### config.mk
export PLATFORM = sky130hd
export DESIGN_NAME = flash_map_protect
export DESIGN_NICKNAME = d
export VERILOG_FILES = /design/src/design/flash_map_protect.v
export VERILOG_INCLUDE_DIRS = /design/src /design/src/design
export SDC_FILE = /design/constraint.sdc
export NUM_CORES = 1
export LEC_CHECK = 0
export ABC_CLOCK_PERIOD_IN_PS = 15300
export BUFFER_PORTS_ARGS = -buffer_cell sky130_fd_sc_hd__buf_2
export CAP_MARGIN = 20
export CELL_PAD_IN_SITES_DETAIL_PLACEMENT = 0
export CELL_PAD_IN_SITES_GLOBAL_PLACEMENT = 1
export CORE_MARGIN = 1.5
export CORE_UTILIZATION = 44
export CTS_CLUSTER_DIAMETER = 60
export DETAILED_ROUTE_END_ITERATION = 6
export PLACE_DENSITY = 0.95
export SETUP_SLACK_MARGIN = 0.2
export SLEW_MARGIN = 15
export SYNTH_ARGS = -nofsm -noshare
export SYNTH_HDL_FRONTEND = slang
export SYNTH_SLANG_ARGS = --single-unit
### constraint.sdc
create_clock -name clk_sys_in -period 15.3 [get_ports clk_sys_in]
set_input_delay 3.06 -clock clk_sys_in [delete_from_list [all_inputs] [get_ports clk_sys_in]]
set_output_delay 3.06 -clock clk_sys_in [all_outputs]
set_load 0.01 [all_outputs]
### src/design/flash_map_consts.vh
// Address map, option byte layout and protection constants for the flash map block
`ifndef FLASH_MAP_CONSTS_VH
`define FLASH_MAP_CONSTS_VH

// Array geometry
`define MAIN_PAGE_COUNT 7'h60
`define PAGE_BYTES 32'h00000800
`define PAGE_ADDR_BITS 11
`define REGION_PAGES 3'h4
`define REGION_COUNT 5'h18

// Bus address map
`define MAIN_ALIAS_BASE 32'h00000000
`define MAIN_BASE 32'h08000000
`define MAIN_SIZE 32'h00030000
`define FACTORY_BASE 32'h08040000
`define USER_BASE 32'h08040800
`define MAIN_BOTTOM_END 32'h08001fff

// Option byte addresses (half-word slots in the user page)
`define OPT_READ_PROTECT 32'h08040800
`define OPT_RESERVED_A 32'h08040802
`define OPT_USER_A 32'h08040804
`define OPT_USER_B 32'h08040806
`define OPT_WP_LOW 32'h08040808
`define OPT_WP_MID 32'h0804080a
`define OPT_WP_HIGH 32'h0804080c
`define OPT_RESERVED_B 32'h0804080e
`define OPT_COUNT 4'h8

// Option field layout and values
`define OPT_DATA_MSB 7
`define OPT_INV_LSB 8
`define READ_UNPROTECT_KEY 8'ha5
`define ERASED_BYTE 8'hff

// Flash command codes
`define CMD_PROGRAM 2'h1
`define CMD_PAGE_ERASE 2'h2
`define CMD_MASS_ERASE 2'h3

// Array select codes
`define ARR_NONE 2'h0
`define ARR_MAIN 2'h1
`define ARR_FACTORY 2'h2
`define ARR_USER 2'h3

`endif

### src/design/flash_map_protect.v
// Flash address map, option byte loader and read/write protection
//
// The implementer's own choice: strobed register access.
`include "flash_map_consts.vh"

// How it works
// RULE_01: Main 96 pages, info pages single 2048 bytes
// RULE_02: Erase whole pages, program aligned half-words
// RULE_03: Main aliased at zero except monitor boot
// RULE_04: Factory page at 0x08040000, zero in monitor
// RULE_05: Factory page refuses all field programming
// RULE_06: User page decoded, instruction fetch refused
// RULE_07: Eight option half-words in address order
// RULE_08: Hardware writes complement, user upper ignored
// RULE_09: Complement mismatch at load halts processor
// RULE_10: Options 2,3 are only checked storage
// RULE_11: 24 regions of 4 pages from bytes 4-6
// RULE_12: Active-low bits block program and erase
// RULE_13: Write protect changes apply after reset
// RULE_14: Only 0xA5 disables read protection
// RULE_15: Read protect state changes only at reset
// RULE_16: Intrusion latch clears on pin reset, disconnected
// RULE_17: Protect plus intrusion isolates all flash
// RULE_18: Agent erases option 0 then programs 0xA5
// RULE_19: Option 0 erase under protection mass-erases main
// RULE_20: Read protect locks bottom four main pages
// RULE_21: Pair write protect with read protect
// RULE_22: Refused request dropped, controller back to idle
// RULE_23: Fully restrictive protection until load completes
module flash_map_protect (
	input wire clk_sys_in,
	input wire reset_in,
	input wire pin_reset_in,
	input wire monitor_boot_in,
	input wire debug_connected_in,
	// Processor/debug bus side
	input wire [31:0] bus_addr_in,
	input wire bus_read_in,
	input wire bus_fetch_in,
	input wire [1:0] bus_cmd_in,
	input wire bus_cmd_valid_in,
	input wire [15:0] bus_wdata_in,
	output reg [31:0] bus_rdata_out,
	output reg bus_rvalid_out,
	output reg bus_error_out,
	output reg cmd_done_out,
	output reg cmd_refused_out,
	// Flash array side
	output reg [1:0] array_sel_out,
	output reg [17:0] array_addr_out,
	output reg array_read_out,
	output reg [1:0] array_cmd_out,
	output reg [15:0] array_wdata_out,
	input wire [31:0] array_rdata_in,
	input wire array_busy_in,
	// Status
	output reg cpu_hold_out,
	output reg option_error_out,
	output reg read_protect_out,
	output reg intrusion_out,
	output reg [7:0] option_user_a_out,
	output reg [7:0] option_user_b_out,
	output reg loaded_out,
	// Plain register port
	input wire [3:0] reg_addr_in,
	input wire [31:0] reg_wdata_in,
	input wire reg_write_in,
	input wire reg_read_in,
	output reg [31:0] reg_rdata_out
);

	// Register indices on the plain port
	localparam [3:0] REG_STATUS = 4'h0;
	localparam [3:0] REG_WP_MASK = 4'h1;
	localparam [3:0] REG_USER = 4'h2;
	localparam [3:0] REG_SCRATCH = 4'h3;

	// Controller states
	localparam [2:0] ST_LOAD_REQ = 3'h0;
	localparam [2:0] ST_LOAD_WAIT = 3'h1;
	localparam [2:0] ST_IDLE = 3'h2;
	localparam [2:0] ST_CMD = 3'h3;
	localparam [2:0] ST_CMD_WAIT = 3'h4;
	localparam [2:0] ST_MASS = 3'h5;
	localparam [2:0] ST_MASS_WAIT = 3'h6;
	localparam [2:0] ST_READ = 3'h7;

	// Array select and in-array offset for a bus address
	function [19:0] decode;
		input [31:0] a;
		input mon;
		begin
			decode = {`ARR_NONE, 18'h00000};
			if (a >= `MAIN_BASE && a < `MAIN_BASE + `MAIN_SIZE)
				decode = {`ARR_MAIN, a[17:0]}; // RULE_01
			else if (a >= `FACTORY_BASE && a < `USER_BASE)
				decode = {`ARR_FACTORY, 7'h00, a[10:0]}; // RULE_04
			else if (a >= `USER_BASE && a < `USER_BASE + `PAGE_BYTES)
				decode = {`ARR_USER, 7'h00, a[10:0]}; // RULE_06
			else if (a < `PAGE_BYTES && mon)
				decode = {`ARR_FACTORY, 7'h00, a[10:0]}; // RULE_04
			else if (a < `MAIN_SIZE && !mon)
				decode = {`ARR_MAIN, a[17:0]}; // RULE_03
		end
	endfunction

	// Region index (0..23) of a main array offset
	function [4:0] region_of;
		input [17:0] off;
		begin
			region_of = off[17:13]; // RULE_11
		end
	endfunction

	// Read protection is off only for the one key value
	function key_unlocks;
		input [7:0] b;
		begin
			key_unlocks = b == `READ_UNPROTECT_KEY; // RULE_14
		end
	endfunction

	// Synchronisers for strap and debugger levels
	reg mon_s1, mon_s2, dbg_s1, dbg_s2, pin_s1, pin_s2;
	always @(posedge clk_sys_in or posedge reset_in) begin
		if (reset_in) begin
			mon_s1 <= 1'b0;
			mon_s2 <= 1'b0;
			dbg_s1 <= 1'b0;
			dbg_s2 <= 1'b0;
		end else begin
			mon_s1 <= monitor_boot_in;
			mon_s2 <= mon_s1;
			dbg_s1 <= debug_connected_in;
			dbg_s2 <= dbg_s1;
		end
	end

	// Pin reset level tracked even while the chip sits in reset
	always @(posedge clk_sys_in) begin
		pin_s1 <= pin_reset_in;
		pin_s2 <= pin_s1;
	end

	// Controller state and loader index
	reg [2:0] state;
	reg [2:0] opt_idx;

	// Values latched by the loader; only a reset reloads them
	reg [7:0] opt_rp;
	reg [23:0] wp_bits;
	reg rp_active;

	// Accepted command, held while the array works on it
	reg [1:0] cmd_q;
	reg [17:0] off_q;
	reg [1:0] arr_q;
	reg [15:0] wdata_q;

	// Software scratch word
	reg [31:0] scratch;

	// Address decode of the live bus request
	wire [19:0] dec = decode(bus_addr_in, mon_s2);
	wire [1:0] dec_arr = dec[19:18];
	wire [17:0] dec_off = dec[17:0];

	// Option half-word picked from the array word by the loader
	wire [15:0] load_word = opt_idx[0] ? array_rdata_in[31:16] : array_rdata_in[15:0];
	wire [7:0] ld_data = load_word[`OPT_DATA_MSB:0];
	wire [7:0] ld_inv = load_word[15:`OPT_INV_LSB];

	// Protection decisions for the live request
	wire isolated = rp_active && intrusion_out; // RULE_17
	wire [4:0] reg_idx = region_of(dec_off);
	wire wp_hit = !wp_bits[reg_idx] || (rp_active && reg_idx == 5'h00); // RULE_12 RULE_20
	wire is_opt0 = dec_arr == `ARR_USER && dec_off[10:1] == 10'h000;
	wire is_opt_slot = dec_arr == `ARR_USER && dec_off[10:4] == 7'h00;
	wire misaligned = bus_cmd_in == `CMD_PROGRAM && bus_addr_in[0]; // RULE_02

	// Every reason to drop a request; none of them reaches the array
	wire refuse = dec_arr == `ARR_NONE
		|| dec_arr == `ARR_FACTORY // RULE_05
		|| misaligned
		|| isolated
		|| bus_cmd_in == `CMD_MASS_ERASE
		|| (dec_arr == `ARR_MAIN && wp_hit); // RULE_22

	// Intrusion latch survives a plain chip reset on purpose, so a
	// debugger cannot clear it by resetting the core; a connect wins.
	// Limitation: unknown at power-up until the first pin reset.
	always @(posedge clk_sys_in) begin
		if (dbg_s2)
			intrusion_out <= 1'b1; // RULE_16
		else if (pin_s2)
			intrusion_out <= 1'b0; // RULE_16
	end

	// Loader, command sequencer and bus data path
	always @(posedge clk_sys_in or posedge reset_in) begin
		if (reset_in) begin
			state <= ST_LOAD_REQ;
			opt_idx <= 3'h0;
			opt_rp <= `ERASED_BYTE;
			wp_bits <= 24'h000000; // RULE_23
			rp_active <= 1'b1; // RULE_23
			read_protect_out <= 1'b1;
			option_error_out <= 1'b0;
			cpu_hold_out <= 1'b1;
			loaded_out <= 1'b0;
			option_user_a_out <= 8'h00;
			option_user_b_out <= 8'h00;
			array_sel_out <= `ARR_NONE;
			array_addr_out <= 18'h00000;
			array_read_out <= 1'b0;
			array_cmd_out <= 2'h0;
			array_wdata_out <= 16'h0000;
			bus_rdata_out <= 32'h00000000;
			bus_rvalid_out <= 1'b0;
			bus_error_out <= 1'b0;
			cmd_done_out <= 1'b0;
			cmd_refused_out <= 1'b0;
			cmd_q <= 2'h0;
			off_q <= 18'h00000;
			arr_q <= `ARR_NONE;
			wdata_q <= 16'h0000;
		end else begin
			bus_rvalid_out <= 1'b0;
			bus_error_out <= 1'b0;
			cmd_done_out <= 1'b0;
			cmd_refused_out <= 1'b0;
			array_read_out <= 1'b0;
			array_cmd_out <= 2'h0;
			case (state)
			// Read option half-words one by one, data valid the cycle after
			ST_LOAD_REQ: begin
				array_sel_out <= `ARR_USER;
				array_addr_out <= {14'h0000, opt_idx, 1'b0}; // RULE_07
				array_read_out <= 1'b1;
				state <= ST_LOAD_WAIT;
			end
			ST_LOAD_WAIT: begin
				if (ld_data != ~ld_inv)
					option_error_out <= 1'b1; // RULE_09
				case (opt_idx)
				3'h0: opt_rp <= ld_data;
				3'h2: option_user_a_out <= ld_data; // RULE_10
				3'h3: option_user_b_out <= ld_data; // RULE_10
				3'h4: wp_bits[7:0] <= ld_data; // RULE_11 RULE_13
				3'h5: wp_bits[15:8] <= ld_data; // RULE_11 RULE_13
				3'h6: wp_bits[23:16] <= ld_data; // RULE_11 RULE_13
				default: ;
				endcase
				if (opt_idx == 3'h7) begin
					rp_active <= !key_unlocks(opt_rp); // RULE_14 RULE_15
					read_protect_out <= !key_unlocks(opt_rp);
					loaded_out <= 1'b1;
					state <= ST_IDLE;
				end else begin
					opt_idx <= opt_idx + 3'h1;
					state <= ST_LOAD_REQ;
				end
			end
			// Accept reads and program/erase requests
			ST_IDLE: begin
				cpu_hold_out <= option_error_out || isolated; // RULE_09 RULE_17
				if (bus_read_in) begin
					if (dec_arr == `ARR_NONE || isolated || (bus_fetch_in && dec_arr == `ARR_USER))
						bus_error_out <= 1'b1; // RULE_06 RULE_17
					else begin
						array_sel_out <= dec_arr;
						array_addr_out <= dec_off;
						array_read_out <= 1'b1;
						// Array answers the new address one cycle later
						state <= ST_READ;
					end
				end else if (bus_cmd_valid_in) begin
					if (refuse) begin
						cmd_refused_out <= 1'b1; // RULE_22
					end else begin
						cmd_q <= bus_cmd_in;
						arr_q <= dec_arr;
						off_q <= bus_cmd_in == `CMD_PAGE_ERASE ? {dec_off[17:11], 11'h000} : dec_off; // RULE_02
						// Complement generated here; the user upper byte is dropped
						wdata_q <= is_opt_slot
							? {~bus_wdata_in[7:0], bus_wdata_in[7:0]} : bus_wdata_in; // RULE_08
						state <= (is_opt0 && bus_cmd_in == `CMD_PAGE_ERASE && rp_active)
							? ST_MASS : ST_CMD; // RULE_19
					end
				end
			end
			// Array word for the request address has settled
			ST_READ: begin
				bus_rvalid_out <= 1'b1;
				bus_rdata_out <= array_rdata_in;
				state <= ST_IDLE;
			end
			// Mass-erase main before touching the option page
			ST_MASS: begin
				array_sel_out <= `ARR_MAIN;
				array_addr_out <= 18'h00000;
				array_cmd_out <= `CMD_MASS_ERASE; // RULE_19
				state <= ST_MASS_WAIT;
			end
			// Option page is touched only once main is gone
			ST_MASS_WAIT: begin
				if (!array_busy_in)
					state <= ST_CMD;
			end
			// One-cycle command pulse to the array
			ST_CMD: begin
				array_sel_out <= arr_q;
				array_addr_out <= off_q;
				array_cmd_out <= cmd_q;
				array_wdata_out <= wdata_q;
				state <= ST_CMD_WAIT;
			end
			// Busy is seen high first, so done never comes early
			ST_CMD_WAIT: begin
				if (!array_busy_in) begin
					cmd_done_out <= 1'b1;
					state <= ST_IDLE;
				end
			end
			default: state <= ST_IDLE;
			endcase
		end
	end

	// Software-visible registers; mask and user copies are the live state
	always @(posedge clk_sys_in or posedge reset_in) begin
		if (reset_in) begin
			reg_rdata_out <= 32'h00000000;
			scratch <= 32'h00000000;
		end else begin
			if (reg_write_in && reg_addr_in == REG_SCRATCH)
				scratch <= reg_wdata_in;
			reg_rdata_out <= 32'h00000000;
			if (reg_read_in) begin
				case (reg_addr_in)
				REG_STATUS: reg_rdata_out <= {26'h0000000, cpu_hold_out, isolated, intrusion_out,
					rp_active, option_error_out, loaded_out};
				REG_WP_MASK: reg_rdata_out <= {8'h00, wp_bits};
				REG_USER: reg_rdata_out <= {16'h0000, option_user_b_out, option_user_a_out};
				REG_SCRATCH: reg_rdata_out <= scratch;
				default: reg_rdata_out <= 32'h00000000;
				endcase
			end
		end
	end

endmodule

==> out/results.ini <==
[finish]
drive_above_1_share_pct = 33.8
final_cell_mix = 256 x buf_2, 229 x dfrtp_1, 200 x nand2_1, 99 x o21ai_0, 69 x mux2_2
nFillCells = 1975
layout_commonest_cell = buf_2
diodes = 0
num-nets-final = 1301
postLayoutCellArea_um2 = 12600
syn_to_final_growth_pct = 23.8
fin_cells = 1470

[flow_run]
cap_violations = 0

[synthesis]
synth_warnings = 0
synth-async-reset-ratio_pct = 98.8
synthesis.area_um2 = 10200
synth_nets = 1059
synth_area_per_cell_um2 = 11.0
synth-edff-count = 0
synth_ff_type = dfrtp_1
synth_seq_area_share_pct = 59.6
ys_seq_elements = 242
synth_cell_types = 58
synthCells = 924

[routing]
drt_wl_total_um = 26800
drt_first_pass_iters = 6
drt_iter0_drc = 558
ant_nets = 0
vias = 7974
routedWlPerCell_um = 18.2
drcViolationCount = 0
avgViaCountPerCell = 5.42

[critical_path]
cp.arrival_ns = 5.98
critPathSlowestCell = or4_4
critPathMaxFanout = 64
path_cells = buf_2 > or4_4 > nor4_4 > nand3_1 > a221o_1 > o2111ai_4 > buf_4 > mux2_2
required_ns = 15.71
end_kind = register
slowest_delay_ns = 0.55
cp-start-kind = input pin
critical_path_class = in -> reg

[timing]
finalCriticalPeriod_ns = 5.57
finalHoldViolations = 0
rsz0062_at_grt = false
slew_viol_final = 0
worstMarginPinSlew_ns = 1.15
fmax_mhz = 180
final-setup-viol-count = 0
setup_tns_ns = 0
fin_crit_sh_pct = 36.4
relSlewSlack_pct = 22.3
final.setup_skew_ns = 0.0206

[clocking]
postCtsHoldBufs = 0
postCtsSetupRepairBufs = 0
cts_tree = built
clock_latency_ns = 0.55
clock_sinks = 242
cts_root_buf = clkbuf_16
cts_inserted_buffers = 27
htreeDepth = 1
clkTransAtPathRegs_ns = 0.06
ctsLongestPathBuffers = 3
cts_resized = 0

[die]
chipHeight_um = 155
ioPinCount = 257
die_w_um = 155
fp.dieArea_um2 = 24000
core-area_um2 = 22600
initial_core_util_pct = 44.9
num_rows = 55

[grt]
antenna_found_initial = 0
grt_max_degree = 88
grt_pass1_wl_um = 41800
overflow = 0
track_usage_pct = 22.0
grt_pass1_vias = 7812

[pwr]
p_int_mw = 1.39
power_frac_seq_pct = 43.8
p_per_area_nw_per_um2 = 163
pwr-share-clk_pct = 31.4
swShare_pct = 32.3
pwr-share-comb_pct = 24.7
p_leak_nw = 6.20
p_sw_mw = 0.663
ir_worst_vdd_mv = 0.113

[placed_design]
dp_cells = 1422
hpwlAfterDp_um = 19000
io_buffers = 256
place_area_um2 = 11700
place.gp.congestion = 0.846

[outcome]
status = complete, no violations

[worst_hold_path]
hold_class = reg -> reg

[area by class of cell]
| type | count | area [um2] | share of cell area, % |
|---|---|---|---|
| Timing Repair Buffer | 266 | 1360 | 10.8 |
| Multi-Input combinational cell | 619 | 3860 | 30.7 |
| Sequential cell | 242 | 6050 | 48.1 |
| Tap cell | 285 | 357 | 2.84 |
| Inverter | 10 | 45.0 | 0.358 |
| Clock buffer | 37 | 763 | 6.07 |
| Clock inverter | 11 | 134 | 1.06 |
[routing by layer]
metal  track usage [%]  part of all wire (%)  vias up
met5                 0                     0        -
met4              6.50                   2.4        0
met3              4.76                   7.7       48
met2              36.5                    48      323
met1              29.1                    42     3893
li1                  -                     -     3710
[registers in the layout, summed over array words and instances, names as in the netlist, 2 cells and up]
signal and cells:
option_user_a_out 8, array_wdata_out 16, array_cmd_out 2, wdata_q 16, cmd_q 2, reg_rdata_out 32, opt_rp 8, bus_rdata_out 32
opt_idx 3, scratch 32, state 3, array_sel_out 2, wp_bits 24, option_user_b_out 8, arr_q 2, array_addr_out 18
off_q 18
[synth_stat cells (all sizes together) (2+ instances only)]
master  instances  area, um2
dfxtp           3       60.1
o31ai           2       15.0
a21o            5       37.5
a222oi          3       30.0
nor2b           7       43.8
nand2b          5       31.3
clkbuf         44        168
nand4           4       25.0
nor4bb          2       20.0
mux4            5        113
o21ai          99        495
nand2         200        751
inv             9       33.8
and3           13       81.3
buf             9       47.5
and2            4       25.0
a21oi          43        215
a221oi          2       17.5
mux2i          21        210
xor2            8       70.1
nand3           5       25.0
a22oi          37        278
a21boi          2       15.0
mux2           76        856
nor2           37        139
dfrtp         229       5730
nor4            5       46.3
or4             5       41.3
nor3            5       25.0
ha              6       75.1
dfstp          10        263
[worst paths after layout]
kind                       cells after the start  slack [ns]     endpoint       startpoint
min in group asynchronous                      2        2.59       dbg_s2         reset_in
max reg2reg                                    7       12.37   wdata_q[7]      wp_bits[12]
max                                            8        9.73   wdata_q[7]  bus_addr_in[22]
max in group asynchronous                      3       11.37  scratch[25]         reset_in
min reg2reg                                    0        0.35       pin_s2           pin_s1
min                                            0        0.35       pin_s2           pin_s1
[cells by family (layout without fill, tap and decap cells)]
kind of cell    count (synthesis)  after routing  share of synthesized area, %
fa+ha+maj                       6              6                         0.739
compound gates                205            205                          12.1
simple gates                  297            297                          12.7
buf+inv                        63            324                          2.49
flops                         242            242                          59.6
xor+xnor                        9              9                         0.776
mux                           102            102                          11.6
[power groups by stage]
stage                     Clock, mW  Combinational [mW]  Sequential [mW]
after floorplan                   0               0.300            0.904
after global placement            0               0.497            0.900
after detailed placement          0               0.513            0.907
after CTS                     0.661               0.514            0.898
after global routing          0.685               0.563            0.918
final                         0.645               0.508            0.901
[stage by stage]
stage | total power, mW | util [%] | hold slack (ns) | setup WS (ns)
4_1_cts | 2.07 | 55.5 | 0.332 | 9.81
3_5_place_dp | 1.42 | 51.6 | 0.326 | 9.24
6_report | 2.05 | 55.5 | 0.347 | 9.73
2_1_floorplan | 1.20 | - | 0.310 | 5.70
5_1_grt | 2.17 | 55.5 | 0.348 | 9.66
3_3_place_gp | 1.40 | 51.5 | 0.312 | 9.30
[critical path: cells and delay by family]
kind	cells	cell delay (ns)
AO/OA/AOI/OAI	2	0.65
buffers and inverters	2	0.62
AND/OR/NAND/NOR	3	1.21
multiplexers	1	0.41
No activity file was read; power rests on OpenSTA's default activity.
